--- config.mk ---
export PLATFORM = sky130hd
export DESIGN_NAME = eirq_flags
export DESIGN_NICKNAME = d
export VERILOG_FILES = /design/src/inc/eirq_pkg.sv /design/src/rtl/eirq_flags.sv /design/src/rtl/eirq_sync_detect.sv
export SDC_FILE = /design/constraint.sdc
export NUM_CORES = 1
export LEC_CHECK = 0
export BUFFER_PORTS_ARGS = -buffer_cell sky130_fd_sc_hd__buf_4
export CAP_MARGIN = 10
export CORE_MARGIN = 3
export CORE_UTILIZATION = 56
export CTS_CLUSTER_DIAMETER = 50
export DETAILED_ROUTE_END_ITERATION = 16
export GPL_TIMING_DRIVEN = 0
export HOLD_SLACK_MARGIN = 0.15
export PLACE_DENSITY = 0.86
export SLEW_MARGIN = 10
export SYNTH_ARGS = -nofsm -noshare
export SYNTH_HDL_FRONTEND = slang
export SYNTH_SLANG_ARGS = --single-unit
--- constraint.sdc ---
create_clock -name aclk -period 3.2 [get_ports aclk]
set_input_delay 0.64 -clock aclk [delete_from_list [all_inputs] [get_ports aclk]]
set_output_delay 0.64 -clock aclk [all_outputs]
set_load 0.005 [all_outputs]
--- src/inc/eirq_pkg.sv ---
// Package: register map, field layout and types of the external request flag block
package eirq_pkg;

  localparam int          EIRQ_PINS       = 8;
  localparam int          EIRQ_AW         = 5;
  localparam int          EIRQ_FLAG_W     = 16;

  // Byte offsets of the register words
  localparam logic [4:0]  OFF_FLAGS       = 5'h00;
  localparam logic [4:0]  OFF_SENSE       = 5'h04;
  localparam logic [4:0]  OFF_STATUS      = 5'h08;
  localparam logic [4:0]  OFF_MASK        = 5'h0C;
  localparam logic [4:0]  OFF_PENDING     = 5'h10;

  // Reset values, zero byte and bus response codes
  localparam logic [15:0] FLAGS_RST       = 16'h0000;
  localparam logic [15:0] SENSE_RST       = 16'h0000;
  localparam logic [7:0]  BYTE_ZERO       = 8'h00;
  localparam logic [1:0]  RESP_OKAY       = 2'b00;
  localparam logic [1:0]  RESP_SLVERR     = 2'b10;

  // Two sense-select bits per pin
  typedef enum logic [1:0] {
    SENSE_LOW     = 2'b00,
    SENSE_FALL    = 2'b01,
    SENSE_RISE    = 2'b10,
    SENSE_BOTH    = 2'b11
  } eirq_sense_t;

  // Status event bits
  localparam int          EV_FLAG_SET     = 0;
  localparam int          EV_NMI          = 1;
  localparam int          EV_BAD_ADDR     = 2;
  localparam int          EV_W            = 3;

  typedef struct packed {
    logic [EIRQ_PINS-1:0] level;
    logic [EIRQ_PINS-1:0] edge_ev;
  } eirq_detect_t;

endpackage

--- src/rtl/eirq_flags.sv ---
// External request flag register with AXI4-Lite access
// Function
// - One nonmaskable input plus eight independent maskable request inputs.
// - Sixteen-bit flag register; bits 7..0 are flags, 15..8 read zero.
// - Level sensing: flag is one while pin low, zero while pin high.
// - Edge sensing: selected edge sets the flag, which then holds.
// - Software clears an edge flag only by writing zero after reading it as one.
// - Edge flag also clears when exception handling for that pin runs.
//
// Decided for this implementation: the register addresses and the AXI4-Lite interface to the registers.
module eirq_flags (
  // Clock and reset
  input  wire logic                          aclk,
  input  wire logic                          aresetn,
  // Request pins
  input  wire logic                          nmi_request_in,
  input  wire logic [eirq_pkg::EIRQ_PINS-1:0] maskable_request_pins,
  // Exception handling acknowledge, one pulse per handled pin
  input  wire logic [eirq_pkg::EIRQ_PINS-1:0] exception_ack,
  // Request outputs to the processor
  output logic [eirq_pkg::EIRQ_PINS-1:0]     pin_request_out,
  output logic                               nmi_request_out,
  output logic                               irq,
  // AXI4-Lite write address
  input  wire logic                          s_axi_awvalid,
  output logic                               s_axi_awready,
  input  wire logic [eirq_pkg::EIRQ_AW-1:0]  s_axi_awaddr,
  // AXI4-Lite write data
  input  wire logic                          s_axi_wvalid,
  output logic                               s_axi_wready,
  input  wire logic [31:0]                   s_axi_wdata,
  input  wire logic [3:0]                    s_axi_wstrb,
  // AXI4-Lite write response
  output logic                               s_axi_bvalid,
  input  wire logic                          s_axi_bready,
  output logic [1:0]                         s_axi_bresp,
  // AXI4-Lite read address
  input  wire logic                          s_axi_arvalid,
  output logic                               s_axi_arready,
  input  wire logic [eirq_pkg::EIRQ_AW-1:0]  s_axi_araddr,
  // AXI4-Lite read data
  output logic                               s_axi_rvalid,
  input  wire logic                          s_axi_rready,
  output logic [31:0]                        s_axi_rdata,
  output logic [1:0]                         s_axi_rresp
);
  import eirq_pkg::*;

  ////////////////////////////////////////////////////////////////////////////
  // State
  logic [EIRQ_PINS-1:0]   flag_q, flag_d;
  logic [EIRQ_PINS-1:0]   armed_q, armed_d;
  logic [2*EIRQ_PINS-1:0] sense_q;
  logic [EV_W-1:0]        stat_q, stat_d;
  logic [EV_W-1:0]        mask_q;
  logic                   nmi_m_q, nmi_s_q, nmi_p_q;
  logic [EIRQ_AW-1:0]     awaddr_q, araddr_q;
  logic                   aw_full_q, w_full_q;
  logic [31:0]            wdata_q;
  logic [3:0]             wstrb_q;
  logic                   bvalid_q, rvalid_q;
  logic [1:0]             bresp_q, rresp_q;
  logic [31:0]            rdata_q;
  eirq_detect_t           det;

  eirq_sync_detect u_detect (
    .aclk      (aclk),
    .aresetn   (aresetn),
    .pins_in   (maskable_request_pins),
    .sense_sel (sense_q),
    .detect    (det)
  );

  function automatic logic known_addr(input logic [EIRQ_AW-1:0] a);
    return a == OFF_FLAGS || a == OFF_SENSE || a == OFF_STATUS ||
           a == OFF_MASK || a == OFF_PENDING;
  endfunction

  ////////////////////////////////////////////////////////////////////////////
  // Bus decode
  wire do_write = aw_full_q && w_full_q && !bvalid_q;
  wire do_read  = s_axi_arvalid && !rvalid_q;
  wire [EIRQ_AW-1:0] ra = s_axi_araddr;
  wire wr_flags = do_write && awaddr_q == OFF_FLAGS && wstrb_q[0];
  wire wr_sense = do_write && awaddr_q == OFF_SENSE;
  wire wr_stat  = do_write && awaddr_q == OFF_STATUS && wstrb_q[0];
  wire wr_mask  = do_write && awaddr_q == OFF_MASK && wstrb_q[0];
  wire rd_flags = do_read && ra == OFF_FLAGS;
  wire [EIRQ_PINS-1:0] edge_mode;
  wire [31:0] rd_mux;

  genvar g;
  generate
    for (g = 0; g < EIRQ_PINS; g++) begin : g_mode
      assign edge_mode[g] = eirq_sense_t'(sense_q[2*g +: 2]) != SENSE_LOW;
    end
  endgenerate

  assign rd_mux =
      (ra == OFF_FLAGS)   ? {16'h0000, BYTE_ZERO, flag_q} :
      (ra == OFF_SENSE)   ? {16'h0000, sense_q} :
      (ra == OFF_STATUS)  ? {29'h0000_0000, stat_q} :
      (ra == OFF_MASK)    ? {29'h0000_0000, mask_q} :
      (ra == OFF_PENDING) ? {24'h00_0000, flag_q}
                          : 32'h0000_0000;

  ////////////////////////////////////////////////////////////////////////////
  // Flag next state
  wire [EIRQ_PINS-1:0] wr_zero = wr_flags ? ~wdata_q[EIRQ_PINS-1:0] : '0;
  wire [EIRQ_PINS-1:0] sw_clr  = wr_zero & armed_q;
  wire [EIRQ_PINS-1:0] edge_clr = (sw_clr | exception_ack) & edge_mode;
  wire [EIRQ_PINS-1:0] edge_nxt = det.edge_ev | (flag_q & ~edge_clr);
  wire [EIRQ_PINS-1:0] new_set  = edge_mode & det.edge_ev & ~flag_q;

  always_comb begin
    flag_d  = (edge_mode & edge_nxt) | (~edge_mode & det.level);
    // Read of a one arms the clear; any write to the flags then consumes it, and a zero bit clears
    armed_d = (armed_q & ~(wr_flags ? {EIRQ_PINS{1'b1}} : '0) & flag_q)
              | (rd_flags ? flag_q & edge_mode : '0);
    stat_d  = stat_q & ~(wr_stat ? wdata_q[EV_W-1:0] : '0);
    stat_d[EV_FLAG_SET] = stat_d[EV_FLAG_SET] | (|new_set);
    stat_d[EV_NMI]      = stat_d[EV_NMI] | (nmi_s_q & ~nmi_p_q);
    stat_d[EV_BAD_ADDR] = stat_d[EV_BAD_ADDR]
                          | (do_read && !known_addr(ra))
                          | (do_write && !known_addr(awaddr_q));
  end

  always_ff @(posedge aclk) begin
    if (!aresetn) begin
      flag_q  <= FLAGS_RST[EIRQ_PINS-1:0];
      armed_q <= '0;
      sense_q <= SENSE_RST;
      stat_q  <= '0;
      mask_q  <= '0;
      nmi_m_q <= 1'b0;
      nmi_s_q <= 1'b0;
      nmi_p_q <= 1'b0;
    end else begin
      flag_q  <= flag_d;
      armed_q <= armed_d;
      stat_q  <= stat_d;
      nmi_m_q <= nmi_request_in;
      nmi_s_q <= nmi_m_q;
      nmi_p_q <= nmi_s_q;
      if (wr_sense && wstrb_q[0]) sense_q[7:0]  <= wdata_q[7:0];
      if (wr_sense && wstrb_q[1]) sense_q[15:8] <= wdata_q[15:8];
      if (wr_mask) mask_q <= wdata_q[EV_W-1:0];
    end
  end

  ////////////////////////////////////////////////////////////////////////////
  // AXI4-Lite channels
  always_ff @(posedge aclk) begin
    if (!aresetn) begin
      aw_full_q <= 1'b0;
      w_full_q  <= 1'b0;
      awaddr_q  <= '0;
      wdata_q   <= 32'h0000_0000;
      wstrb_q   <= 4'h0;
      bvalid_q  <= 1'b0;
      bresp_q   <= RESP_OKAY;
      rvalid_q  <= 1'b0;
      rresp_q   <= RESP_OKAY;
      rdata_q   <= 32'h0000_0000;
    end else begin
      if (s_axi_awvalid && s_axi_awready) begin
        aw_full_q <= 1'b1;
        awaddr_q  <= s_axi_awaddr;
      end
      if (s_axi_wvalid && s_axi_wready) begin
        w_full_q <= 1'b1;
        wdata_q  <= s_axi_wdata;
        wstrb_q  <= s_axi_wstrb;
      end
      if (do_write) begin
        aw_full_q <= 1'b0;
        w_full_q  <= 1'b0;
        bvalid_q  <= 1'b1;
        bresp_q   <= known_addr(awaddr_q) ? RESP_OKAY : RESP_SLVERR;
      end else if (s_axi_bready) begin
        bvalid_q <= 1'b0;
      end
      if (do_read) begin
        rvalid_q <= 1'b1;
        rdata_q  <= rd_mux;
        rresp_q  <= known_addr(ra) ? RESP_OKAY : RESP_SLVERR;
      end else if (s_axi_rready) begin
        rvalid_q <= 1'b0;
      end
    end
  end

  assign s_axi_awready = !aw_full_q;
  assign s_axi_wready  = !w_full_q;
  assign s_axi_bvalid  = bvalid_q;
  assign s_axi_bresp   = bresp_q;
  assign s_axi_arready = !rvalid_q;
  assign s_axi_rvalid  = rvalid_q;
  assign s_axi_rdata   = rdata_q;
  assign s_axi_rresp   = rresp_q;

  // Pin and NMI outputs straight from flops; irq is stat_q gated by mask_q
  assign pin_request_out = flag_q;
  assign nmi_request_out = nmi_s_q;
  assign irq             = |(stat_q & mask_q);

endmodule

--- src/rtl/eirq_sync_detect.sv ---
// Synchroniser and edge detector for the external request pins
module eirq_sync_detect
  import eirq_pkg::*;
(
  // Clock and reset
  input  wire logic                    aclk,
  input  wire logic                    aresetn,
  // Raw pins and sense selection
  input  wire logic [EIRQ_PINS-1:0]    pins_in,
  input  wire logic [2*EIRQ_PINS-1:0]  sense_sel,
  // Detected requests
  output eirq_pkg::eirq_detect_t       detect
);

  logic [EIRQ_PINS-1:0] meta_q;
  logic [EIRQ_PINS-1:0] sync_q;
  logic [EIRQ_PINS-1:0] prev_q;
  logic [EIRQ_PINS-1:0] fall_w;
  logic [EIRQ_PINS-1:0] rise_w;

  // Idle high so no false edge leaves reset
  always_ff @(posedge aclk) begin
    if (!aresetn) begin
      meta_q <= '1;
      sync_q <= '1;
      prev_q <= '1;
    end else begin
      meta_q <= pins_in;
      sync_q <= meta_q;
      prev_q <= sync_q;
    end
  end

  assign fall_w = prev_q & ~sync_q;
  assign rise_w = ~prev_q & sync_q;

  always_comb begin
    detect.level   = ~sync_q;
    detect.edge_ev = '0;
    for (int i = 0; i < EIRQ_PINS; i++) begin
      unique case (eirq_sense_t'(sense_sel[2*i +: 2]))
        SENSE_FALL: detect.edge_ev[i] = fall_w[i];
        SENSE_RISE: detect.edge_ev[i] = rise_w[i];
        SENSE_BOTH: detect.edge_ev[i] = fall_w[i] | rise_w[i];
        SENSE_LOW:  detect.edge_ev[i] = 1'b0;
      endcase
    end
  end

endmodule

Yosys cells after proc, flatten, opt, wreduce, memory -nomap -nowiden
Index checks and enable logic that the tools add are counted.
W data, S select, Z words.
{"block": "word_totals", "in_bits": 70, "word_cells": 172, "output_inout_bits": 51, "mem_bits_rw": 0, "romBits": 0, "n_memories": 0, "ff_bits": 128, "latchBits": 0}
{"block": "classes", "n_shift": 0, "add_sub_neg": 0, "n_mul": 0, "div": 0, "n_mux": 23, "bitwise_logic": 41, "n_reduce_logical": 54, "n_eq_ne": 32, "n_lt_le_gt_ge": 0}
{"cell": "$and A8 B8 Y8", "n": 12}
{"cell": "$not A8 Y8", "n": 7}
{"cell": "$mux W8", "n": 6}
{"cell": "$eq A2 B2 Y1 const B", "n": 16}
{"cell": "$mux W16", "n": 2}
{"cell": "$or A8 B8 Y8", "n": 4}
{"cell": "$pmux W1 S4", "n": 8}
{"cell": "$eq A5 B4 Y1 const B", "n": 4}
{"cell": "$reduce_bool A2 Y1", "n": 10}
{"cell": "$logic_and A1 B1 Y1", "n": 17}
{"cell": "$eq A2 B1 Y1 const B", "n": 8}
{"cell": "$logic_not A2 Y1", "n": 8}
{"cell": "$or A1 B1 Y1", "n": 12}
{"cell": "$eq A5 B3 Y1 const B", "n": 2}
{"cell": "$eq A5 B5 Y1 const B", "n": 2}
{"cell": "$logic_not A5 Y1", "n": 2}
{"cell": "$logic_or A1 B1 Y1", "n": 8}
{"cell": "$reduce_or A8 Y1", "n": 1}
{"cell": "$and A3 B3 Y3", "n": 2}
{"cell": "$logic_not A1 Y1", "n": 6}
{"cell": "$mux W1", "n": 4}
{"cell": "$mux W2", "n": 2}
{"cell": "$mux W3", "n": 1}
{"cell": "$not A3 Y3", "n": 1}
{"cell": "4 further kinds", "n": 5}

Longest topological paths before layout
Gate-level depths: netlist of run 1.
{"block": "logic_depth", "depth_word": 13, "ltp_mapped": 7, "depth_no_buf": 6}

Modules after synthesis
A second synthesis of run 1 with hierarchy kept.
{"block": "unflattened", "cells_unflattened": 558, "area_unflattened_um2": 4904.7}
{"module": "eirq_flags", "area_per_inst_um2": 3814.9, "cells_each": 437, "instances": 1, "seq_area_each_um2": 1721.7}
{"module": "eirq_sync_detect", "area_per_inst_um2": 1089.8, "cells_each": 121, "instances": 1, "seq_area_each_um2": 480.5}

Worst setup path before layout of run 1
OpenSTA, ideal clock, no wires.
{"block": "synth_timing", "kind": "input to register", "from": "input port s_axi_araddr[4] in the netlist's numbering", "to": "register armed_q[3]", "stages": 5, "slack_ps": 1299, "required_time_ps": 3114, "path_buffers": 1, "t_arrival_ps": 1816, "setup_time_ps": 86, "path_cell_list": "or4_1 buf_2 nor3_4 o21ai_0 a211oi_1"}
{"block": "synth_via", "elab_chain_cells": 4}
{"item": "start, declared", "line": "eirq_flags.sv:40", "text": "input wire logic [eirq_pkg::EIRQ_AW-1:0] s_axi_araddr,"}
{"item": "$logic_not A5 Y1", "line": "eirq_flags.sv:88", "text": "wire rd_flags = do_read && ra == OFF_FLAGS;"}
{"item": "$logic_and A1 B1 Y1", "line": "eirq_flags.sv:88"}
{"item": "$mux W8", "line": "eirq_flags.sv:119", "text": "| (rd_flags ? flag_q & edge_mode : '0);"}
{"item": "$or A8 B8 Y8", "line": "eirq_flags.sv:119"}
{"item": "end signal, assigned", "line": "eirq_flags.sv:140", "text": "armed_q <= armed_d;"}
{"item": "end, declared", "line": "eirq_flags.sv:52", "text": "logic [EIRQ_PINS-1:0] armed_q, armed_d;"}
Every way passes these cells.
A chain may end at the register's enable or synchronous reset.

Worst setup path after layout of run 1
Ends and elaborated chain as after synthesis.

==> results.tsv, run 1 <==
stage	metric	value	unit
logic_synthesis	synth_compound_area_share	16.6	%
global_route	grt_pass1_wl	20200	µm
clock_tree	clock_latency	370	ps
sta	rsz0062_at_grt	false	
global_route	gr-usage-met2	42.4	%
sta	skew	13.3	ps
logic_synthesis	yosysTopAreaCell	dfxtp_1	
logic_synthesis	syn_area_per_cell	8.65	µm²
min_path	hold_path.class	reg2reg	
drt	ant_nets	0	
run	drv_cap	0	
floorplan	die_width	101	µm
sta	setup_viol	0	
setup_path	crit_required	3480	ps
logic_synthesis	seq_area_frac_synth	43.7	%
sta	slew_viol_final	0	
global_route	antenna_found_initial	0	
final_layout	insertedDiodeCount	0	
drt	wl_per_cell	15.6	µm
sta	slew_headroom	43.0	%
logic_synthesis	synth_ff_type	dfxtp_1	
logic_synthesis	synth_edf_count	0	
clock_tree	tritoncts.num_buffers	9	
sta	setup-tns-final	0	ps
floorplan	start_util	59.6	%
sta	tightestPinTransition	847	ps
clock_tree	hold_buffers	0	
global_route	grtUsageMet1	31.7	%
global_route	use_met3	5.33	%
clock_tree	post-cts-setup-buffers	0	
logic_synthesis	synthXorXnorAreaFrac	0	%
logic_synthesis	synthTopCellsByCount	dfxtp_1, nand2_1, nor2_1	
clock_tree	cts_tree	built	
final_layout	nNetsFinal	780	
clock_tree	clk_pin_slew	100	ps
final_layout	instances_no_fill	803	
final_layout	utilization	71.3	%
logic_synthesis	synth.top_cell.area_share	43.7	%
setup_path	path_class	in2reg	
clock_tree	cts.sinks	110	
floorplan	fp.coreArea	8460	µm²
drt	drt-pass1-iter-count	6	
clock_tree	cts_resized	0	
run_status	outcome	completed	
place	hpwl	9640	µm
setup_path	worstPathArrival	2200	ps
place	place.gp.congestion	0.917	
floorplan	chipHeight	101	µm
global_route	grt_pass1_vias	4276	
logic_synthesis	yosysWarningCount	0	
logic_synthesis	synth_top_family_by_area	simple AND/OR/NAND/NOR gates	
setup_path	worstSetupEndpointType	register	
logic_synthesis	synth_fa_ha_area_share	3.97	%
pwr	power_density	414	nW/µm²
logic_synthesis	ys_seq_elements	110	
final_layout	area.growth.synth_to_final	19.7	%
place	placedCellCount	788	
place	io_buffer_count	83	
setup_path	cp_max_fo	8	
clock_tree	htreeDepth	3	
logic_synthesis	syn_area	5040	µm²
logic_synthesis	synth.distinct_cells	57	
logic_synthesis	synth_area_leaders	dfxtp_1, mux2i_1, nand2_1, nor2_1, ha_1	
global_route	grt_max_degree	19	
logic_synthesis	synth_most_common_cell	dfxtp_1	
sta	hold_viol_final	0	
drt	via_count	4481	
floorplan	row_count	33	
global_route	grt_use_total	25.1	%
sta	period_share	59.9	%
clock_tree	cts-root-buf	clkbuf_8	
final_layout	drive_gt1_share	19.6	%
drt	route.final.wire_length	12500	µm
pwr	p_leak	2.63	nW
global_route	globalRoute.busiestLayer	met2	
drt	drcViolationCount	0	
pwr	vdd_ir_drop_max	0.266	mV
sta	period_needed	1920	ps
logic_synthesis	muxShareOfSynthArea	4.96	%
setup_path	cp-start-kind	primary input	
drt	vias_per_cell	5.58	
clock_tree	clk_path_buf_depth	2	
sta	max_freq	522	MHz
drt	drtIter0Drc	288	
floorplan	dieArea	10200	µm²
global_route	grt_overflow	0	
floorplan	io_pins	121	
logic_synthesis	synthSimpleGateAreaFrac	22.2	%
logic_synthesis	synth_cells	583	
logic_synthesis	async_flop_share	0	%
[final timing paths]
check,from,to,slack (ps),depth (start not counted)
max,s_axi_araddr[4],armed_q[3],1280,6
min,u_detect.meta_q[4],u_detect.sync_q[4],420,1
min reg2reg,u_detect.meta_q[4],u_detect.sync_q[4],420,1
max reg2reg,awaddr_q[4],stat_q[0],1320,4
[kinds of logic after synthesis]
| kind of cell | count (synthesis) |
|---|---|
| buffers and inverters | 89 |
| other | 1 |
| AOI/OAI and AO/OA | 128 |
| muxes | 25 |
| adders and majority gates | 16 |
| DFF | 110 |
| and+or+nand+nor | 214 |
[flip-flops by register name (all words and copies together), names as in the netlist, 2 cells and up]
name             cells
wdata_q             16
u_detect.sync_q      8
pin_request_out      8
s_axi_rdata         16
stat_q               3
sense_q             16
mask_q               3
wstrb_q              2
u_detect.prev_q      8
u_detect.meta_q      8
armed_q              8
awaddr_q             5
[through the flow]
step | setup WS [ps] | cell area, µm² | power, mW | hold WS, ps
final | 1280 | 6040 | 2.50 | 417
after global placement | 985 | 5860 | 1.73 | 389
after floorplan | 1300 | 5100 | 1.63 | 386
after global routing | 1120 | 6040 | 2.59 | 434
after CTS | 1270 | 6040 | 2.50 | 420
after detailed placement | 918 | 5860 | 1.75 | 395
[report_power, final]
part / total (mW) / leakage (nW) / internal, mW / switching (mW)
registers: 1.45 / 0.898 / 1.41 / 0.0343
clock network: 0.780 / 0.0895 / 0.308 / 0.472
logic: 0.272 / 1.65 / 0.130 / 0.142
total: 2.50 / 2.63 / 1.85 / 0.649
[worst max-delay path, cell delays in order]
cell and delay (ps):
buf_4 120, or4_1 530, buf_2 210, nor3_4 290, o21ai_0 140, a211oi_1 260
[metal layers]
layer | up-vias | part of all wire (%)
met1 | 2090 | 41
li1 | 2176 | -
met3 | 25 | 8.2
met4 | 0 | 2.2
met5 | - | 0
met2 | 190 | 49
[cell type report]
class / instances / area [µm²]
buffer: 51 / 289
clock buffer: 10 / 138
clock inverter: 5 / 38.8
fill: 695 / 2430
inverter: 38 / 143
multi-input combinational: 401 / 2470
sequential: 110 / 2200
tap: 105 / 131
timing repair buffer: 83 / 623
[placed cells by master, fill, tap and decap left out, types with 2 or more instances in the layout]
master     instances
nor3_4             2
nand3b_1           6
nand3_1            4
o211ai_1           3
nor4_1             4
a211oi_1           5
a31oi_1            8
mux2i_1           25
or2_2              4
buf_4            101
and2_1             4
and3b_1            5
inv_1             38
o21a_1             9
a22o_1             3
nor2_1            57
clkbuf_1          26
nand2_1           64
a22oi_1           13
a21oi_1           37
nand4_1            2
conb_1            18
nor4bb_1           3
clkbuf_8          11
a2111oi_0          5
o22a_1             2
a311oi_1           3
nor3_1             6
o21bai_1           3
dfxtp_1          110
nor3b_1            4
o21ai_0           28
nand2b_1          23
buf_2              3
nor2b_1           17
ha_1              16
inv_6              3
No activity file was read; power rests on OpenSTA's default activity.
==> inputs of run 2 (changes only) <==
--- a/config.mk
+++ b/config.mk
@@ -8,12 +8,12 @@
 export BUFFER_PORTS_ARGS = -buffer_cell sky130_fd_sc_hd__buf_4
 export CAP_MARGIN = 10
 export CORE_MARGIN = 3
-export CORE_UTILIZATION = 56
+export CORE_UTILIZATION = 54
 export CTS_CLUSTER_DIAMETER = 50
 export DETAILED_ROUTE_END_ITERATION = 16
 export GPL_TIMING_DRIVEN = 0
 export HOLD_SLACK_MARGIN = 0.15
-export PLACE_DENSITY = 0.86
+export PLACE_DENSITY = 0.83
 export SLEW_MARGIN = 10
 export SYNTH_ARGS = -nofsm -noshare
 export SYNTH_HDL_FRONTEND = slang
==> constraint.sdc (replaced) <==
create_clock -name aclk -period 1.9 [get_ports aclk]
set_input_delay 0.38 -clock aclk [delete_from_list [all_inputs] [get_ports aclk]]
set_output_delay 0.38 -clock aclk [all_outputs]
set_load 0.005 [all_outputs]
==> results.tsv, run 2 (synthesis gave the netlist of run 1 again) <==
stage	metric	value	unit	change
run_status	outcome	completed		
floorplan	io_pins	121		unchanged
pwr	power_density	699	nW/µm²	+69%
final_layout	drive_gt1_share	19.9	%	+0.23 points
setup_path	worstSetupEndpointType	register		
clock_tree	tritoncts.num_buffers	9		unchanged
clock_tree	cts.sinks	110		unchanged
final_layout	utilization	68.4	%	-2.9 points
drt	drtIter0Drc	233		-19%
setup_path	cp-start-kind	register		
clock_tree	clk_pin_slew	120	ps	+20 ps
sta	slew_headroom	49.3	%	+6.3 points
clock_tree	htreeDepth	3		unchanged
drt	route.final.wire_length	12500	µm	about the same
setup_path	worstPathArrival	2110	ps	-90 ps
global_route	antenna_found_initial	0		unchanged
sta	setup-tns-final	0	ps	unchanged
clock_tree	clk_path_buf_depth	2		unchanged
clock_tree	cts_tree	built		
setup_path	crit_required	2150	ps	-1330 ps
sta	slew_viol_final	0		unchanged
pwr	vdd_ir_drop_max	0.410	mV	+54%
place	placedCellCount	791		+0.38%
sta	max_freq	537	MHz	
sta	rsz0062_at_grt	true		
final_layout	instances_no_fill	808		+0.62%
min_path	hold_path.class	in2reg		
floorplan	row_count	34		+3.0%
run	drv_cap	0		unchanged
final_layout	fillCellCount	718		+3.3%
floorplan	chipHeight	103	µm	+1.7%
global_route	grt_pass1_vias	4188		-2.1%
place	io_buffer_count	83		unchanged
drt	drcViolationCount	0		unchanged
sta	setup_viol	0		unchanged
sta	skew	14.7	ps	+1.41 ps
drt	ant_nets	0		unchanged
setup_path	path_class	reg2reg		
drt	via_count	4423		-1.3%
sta	hold_viol_final	0		unchanged
global_route	grt_overflow	0		unchanged
pwr	p_leak	2.65	nW	+0.43%
sta	tightestPinTransition	754	ps	-93.7 ps
sta	period_share	97.9	%	
clock_tree	clock_latency	390	ps	+20 ps
final_layout	final_common_cell	dfxtp_1		
final_layout	final_cell_mix	dfxtp_1, buf_4, nand2_1		
final_layout	area.growth.synth_to_final	20.6	%	
global_route	grt_use_total	24.1	%	-1.0 points
sta	period_needed	1860	ps	
final_layout	nNetsFinal	781		+0.13%
global_route	gr-usage-met2	41.0	%	-1.4 points
sta	setup_ws	39.3	ps	-1240 ps
global_route	grt_max_degree	20		+1
global_route	grtUsageMet1	30.3	%	-1.4 points
floorplan	dieArea	10500	µm²	+3.5%
place	post-place-ws	-128	ps	-1050 ps
drt	vias_per_cell	5.47		-1.9%
floorplan	die_width	103	µm	+1.7%
floorplan	start_util	56.7	%	-2.9 points
sta	holdWs	175	ps	-242 ps
setup_path	cp_max_fo	4		-4
floorplan	fp.coreArea	8890	µm²	+5.0%
drt	drt-pass1-iter-count	4		-2
place	place.gp.congestion	0.853		-7.1%
drt	wl_per_cell	15.5	µm	-0.56%
global_route	grt_pass1_wl	19700	µm	-2.2%
place	hpwl	9460	µm	-1.9%
global_route	globalRoute.busiestLayer	met2		
global_route	use_met3	4.19	%	-1.1 points
final_layout	insertedDiodeCount	0		unchanged
clock_tree	cts-root-buf	clkbuf_8		
run 2: cell types whose count changed in the layout (fill, tap and decap cells not counted), sizes merged:
cell    before  now
inv         41   42
clkbuf      38   37
buf        105  107
run 2: final cells by class:
class	instances	area [µm²]	share of cell area (%)
tap	108	135	2.22
multi-input combinational	401	2500	41.1
clock inverter	6	52.6	0.865
buffer	51	289	4.76
timing repair buffer	84	631	10.4
inverter	38	143	2.35
sequential	110	2200	36.2
clock buffer	10	128	2.10
run 2: report_power, final:
group / switching (mW) / internal [mW]
sequential: 0.0566 / 2.38
clock: 0.853 / 0.504
combinational: 0.238 / 0.218
total: 1.15 / 3.10
run 2: metal layers:
metal	vias to the layer above	wire length [µm]
met5	-	0
met3	27	865
met2	161	6040
met1	2067	5340
li1	2168	-
met4	0	296
run 2: final timing paths:
path	from	end	slack, ps	depth (start not counted)
worst min register to register	u_detect.meta_q[3]	u_detect.sync_q[3]	420	1
worst max-delay path	awaddr_q[4]	stat_q[0]	40	4
worst min-delay path	maskable_request_pins[1]	u_detect.meta_q[1]	170	2
worst max register to register	awaddr_q[4]	stat_q[0]	40	4
run 2: stage by stage:
stage          area [µm²]  power [mW]
6_report             6080        4.25
3_5_place_dp         5860        2.94
2_1_floorplan        5100        2.74
5_1_grt              6080        4.41
4_1_cts              6060        4.24
3_3_place_gp         5860        2.92
run 2: critical path, stage by stage, from the launching register on:
cell and delay, ps:
dfxtp_1 360, or3_4 430, o41a_4 510, a2111oi_4 230, a41oi_1 180
run 2: repair_timing:
item                       in CTS  in global routing
setup buffers                   0                  1
setup endpoints to repair       1                  6
cloned                          0                  0
pin swaps                       0                  1
hold buffers                    0                  0
gates resized for setup         2                  3
==> inputs of run 3 (changes only) <==
--- a/config.mk
+++ b/config.mk
@@ -9,10 +9,9 @@
 export CAP_MARGIN = 10
 export CORE_MARGIN = 3
 export CORE_UTILIZATION = 54
-export CTS_CLUSTER_DIAMETER = 50
+export CTS_CLUSTER_DIAMETER = 100
 export DETAILED_ROUTE_END_ITERATION = 16
 export GPL_TIMING_DRIVEN = 0
-export HOLD_SLACK_MARGIN = 0.15
 export PLACE_DENSITY = 0.83
 export SLEW_MARGIN = 10
 export SYNTH_ARGS = -nofsm -noshare
==> constraint.sdc (replaced) <==
create_clock -name aclk -period 1.85 [get_ports aclk]
set_input_delay 0.37 -clock aclk [delete_from_list [all_inputs] [get_ports aclk]]
set_output_delay 0.37 -clock aclk [all_outputs]
set_load 0.005 [all_outputs]
==> results.tsv, run 3 (synthesis gave the netlist of run 1 again) <==
stage	metric	value	unit	change
place	io_buffer_count	83		unchanged
pwr	combPwrFrac	10.8	%	about the same
global_route	grt_overflow	0		unchanged
clock_tree	cts.sinks	110		unchanged
clock_tree	clk_pin_slew	120	ps	about the same
place	hpwl	9460	µm	unchanged
global_route	grt_use_total	24.1	%	unchanged
sta	holdWs	163	ps	-11.7 ps
final_layout	final_common_cell	dfxtp_1		
setup_path	worstPathArrival	2110	ps	about the same
drt	drtIter0Drc	262		+12%
floorplan	row_count	34		unchanged
final_layout	nNetsFinal	781		unchanged
pwr	power_density	715	nW/µm²	+2.3%
floorplan	fp.coreArea	8890	µm²	unchanged
min_path	hold_path.class	in2reg		
sta	skew	15.3	ps	+0.655 ps
final_layout	fillCellCount	715		-0.42%
setup_path	reg2reg_depth	4		unchanged
global_route	grt_pass1_wl	19700	µm	unchanged
clock_tree	clk_path_buf_depth	2		unchanged
setup_path	crit_required	2110	ps	-40 ps
sta	max_freq	541	MHz	+0.58%
sta	period_needed	1850	ps	-10.7 ps
setup_path	cp-start-kind	register		
pwr	seqPwrFrac	57.3	%	about the same
floorplan	dieArea	10500	µm²	unchanged
pwr	internal_power	3.18	mW	+2.7%
setup_path	cp_max_fo	4		unchanged
global_route	antenna_found_initial	0		unchanged
drt	vias_per_cell	5.52		+0.79%
clock_tree	clock_latency	390	ps	about the same
final_layout	multiInputGateArea	2520	µm²	+0.95%
sta	period_share	100	%	+2.1 points
setup_path	worstSetupEndpointType	register		
place	postPlaceCellArea	5860	µm²	unchanged
pwr	p_sw	1.18	mW	+2.8%
clock_tree	tritoncts.num_buffers	9		unchanged
final_layout	insertedDiodeCount	0		unchanged
final_layout	register_area	2200	µm²	about the same
pwr	p_leak	2.67	nW	+0.80%
pwr	power_switching_share	27.0	%	about the same
sta	tightestPinTransition	755	ps	+1.22 ps
clock_tree	htreeDepth	3		unchanged
final_layout	area.growth.synth_to_final	21.1	%	
clock_tree	cts_tree	built		
clock_tree	cts-root-buf	clkbuf_8		
run_status	outcome	completed		
min_path	hold_path_depth	2		unchanged
final_layout	drive_gt1_share	20.3	%	+0.43 points
sta	slew_viol_final	0		unchanged
final_layout	utilization	68.6	%	+0.28 points
sta	slew_headroom	49.2	%	-0.082 points
run	drv_cap	0		unchanged
setup_path	path_class	reg2reg		
place	place.gp.congestion	0.853		unchanged
floorplan	chipHeight	103	µm	unchanged
drt	drt-pass1-iter-count	5		+1
pwr	vdd_ir_drop_max	0.418	mV	+2.0%
sta	rsz0062_at_grt	true		
sta	hold_viol_final	0		unchanged
drt	route.final.wire_length	12500	µm	about the same
clock_tree	hold_buffers	0		unchanged
drt	via_count	4458		+0.79%
final_layout	final_cell_mix	dfxtp_1, buf_4, nand2_1		
drt	wl_per_cell	15.5	µm	about the same
floorplan	die_width	103	µm	unchanged
floorplan	io_pins	121		unchanged
global_route	grt_pass1_vias	4188		unchanged
floorplan	start_util	56.7	%	unchanged
pwr	pwr-share-clk	31.9	%	about the same
sta	setup_viol	0		unchanged
drt	drcViolationCount	0		unchanged
global_route	grt_max_degree	20		unchanged
drt	ant_nets	0		unchanged
final_layout	final_area	6100	µm²	+0.41%
run 3: timing repair:
item                                    in CTS  in global routing
buffers inserted                             0                  1
endpoints found under the setup margin       1                 21
gates resized for setup                      3                  6
pin swaps                                    0                  1
endpoints found under the hold margin        0                  0
run 3: area by class of cell:
| class | instances | share of cell area (%) |
|---|---|---|
| repair buffers | 84 | 10.3 |
| plain buffers | 51 | 4.74 |
| inverters | 38 | 2.34 |
| clock inverters | 6 | 0.861 |
| multi-input cells | 401 | 41.3 |
| flip-flops and latches | 110 | 36.1 |
| clock buffers | 10 | 2.09 |
| well taps | 108 | 2.21 |
run 3: path summary, 6_finish.rpt:
kind	from	endpoint	slack (ps)
setup / recovery	awaddr_q[4]	stat_q[0]	0.05
hold reg to reg	u_detect.meta_q[3]	u_detect.sync_q[3]	420
setup reg to reg	awaddr_q[4]	stat_q[0]	0.05
hold / removal	maskable_request_pins[1]	u_detect.meta_q[1]	160
run 3: per-layer routing:
metal / share of wire, % / vias to the layer above / global-route usage (%)
met4: 3.0 / 0 / 10.1
met1: 42 / 2082 / 30.3
li1: - / 2169 / -
met5: 0 / - / 0
met3: 7.0 / 31 / 4.19
met2: 48 / 176 / 41.0
run 3: power by group through the flow:
stage | clock, mW | combinational [mW] | sequential [mW]
after floorplan | 0 | 0.273 | 2.54
after global placement | 0 | 0.448 | 2.55
after detailed placement | 0 | 0.462 | 2.55
after CTS | 1.39 | 0.465 | 2.50
after global routing | 1.49 | 0.522 | 2.51
final | 1.39 | 0.470 | 2.50
run 3: worst max-delay path: stages, from the launching register on:
cell and delay [ps]:
dfxtp_2 360, or3_4 420, o41a_4 510, a2111oi_4 260
a41oi_2 160
run 3: metrics by stage:
step	total power [mW]	instances	setup WS (ps)	setup TNS, ps
detailed placement	3.02	791	-168	-1120
global placement	3.00	791	-118	-620
CTS	4.35	807	23.9	0
finish	4.37	808	0.0520	0
floorplan	2.81	600	185	0
global route	4.53	808	-69.3	-322
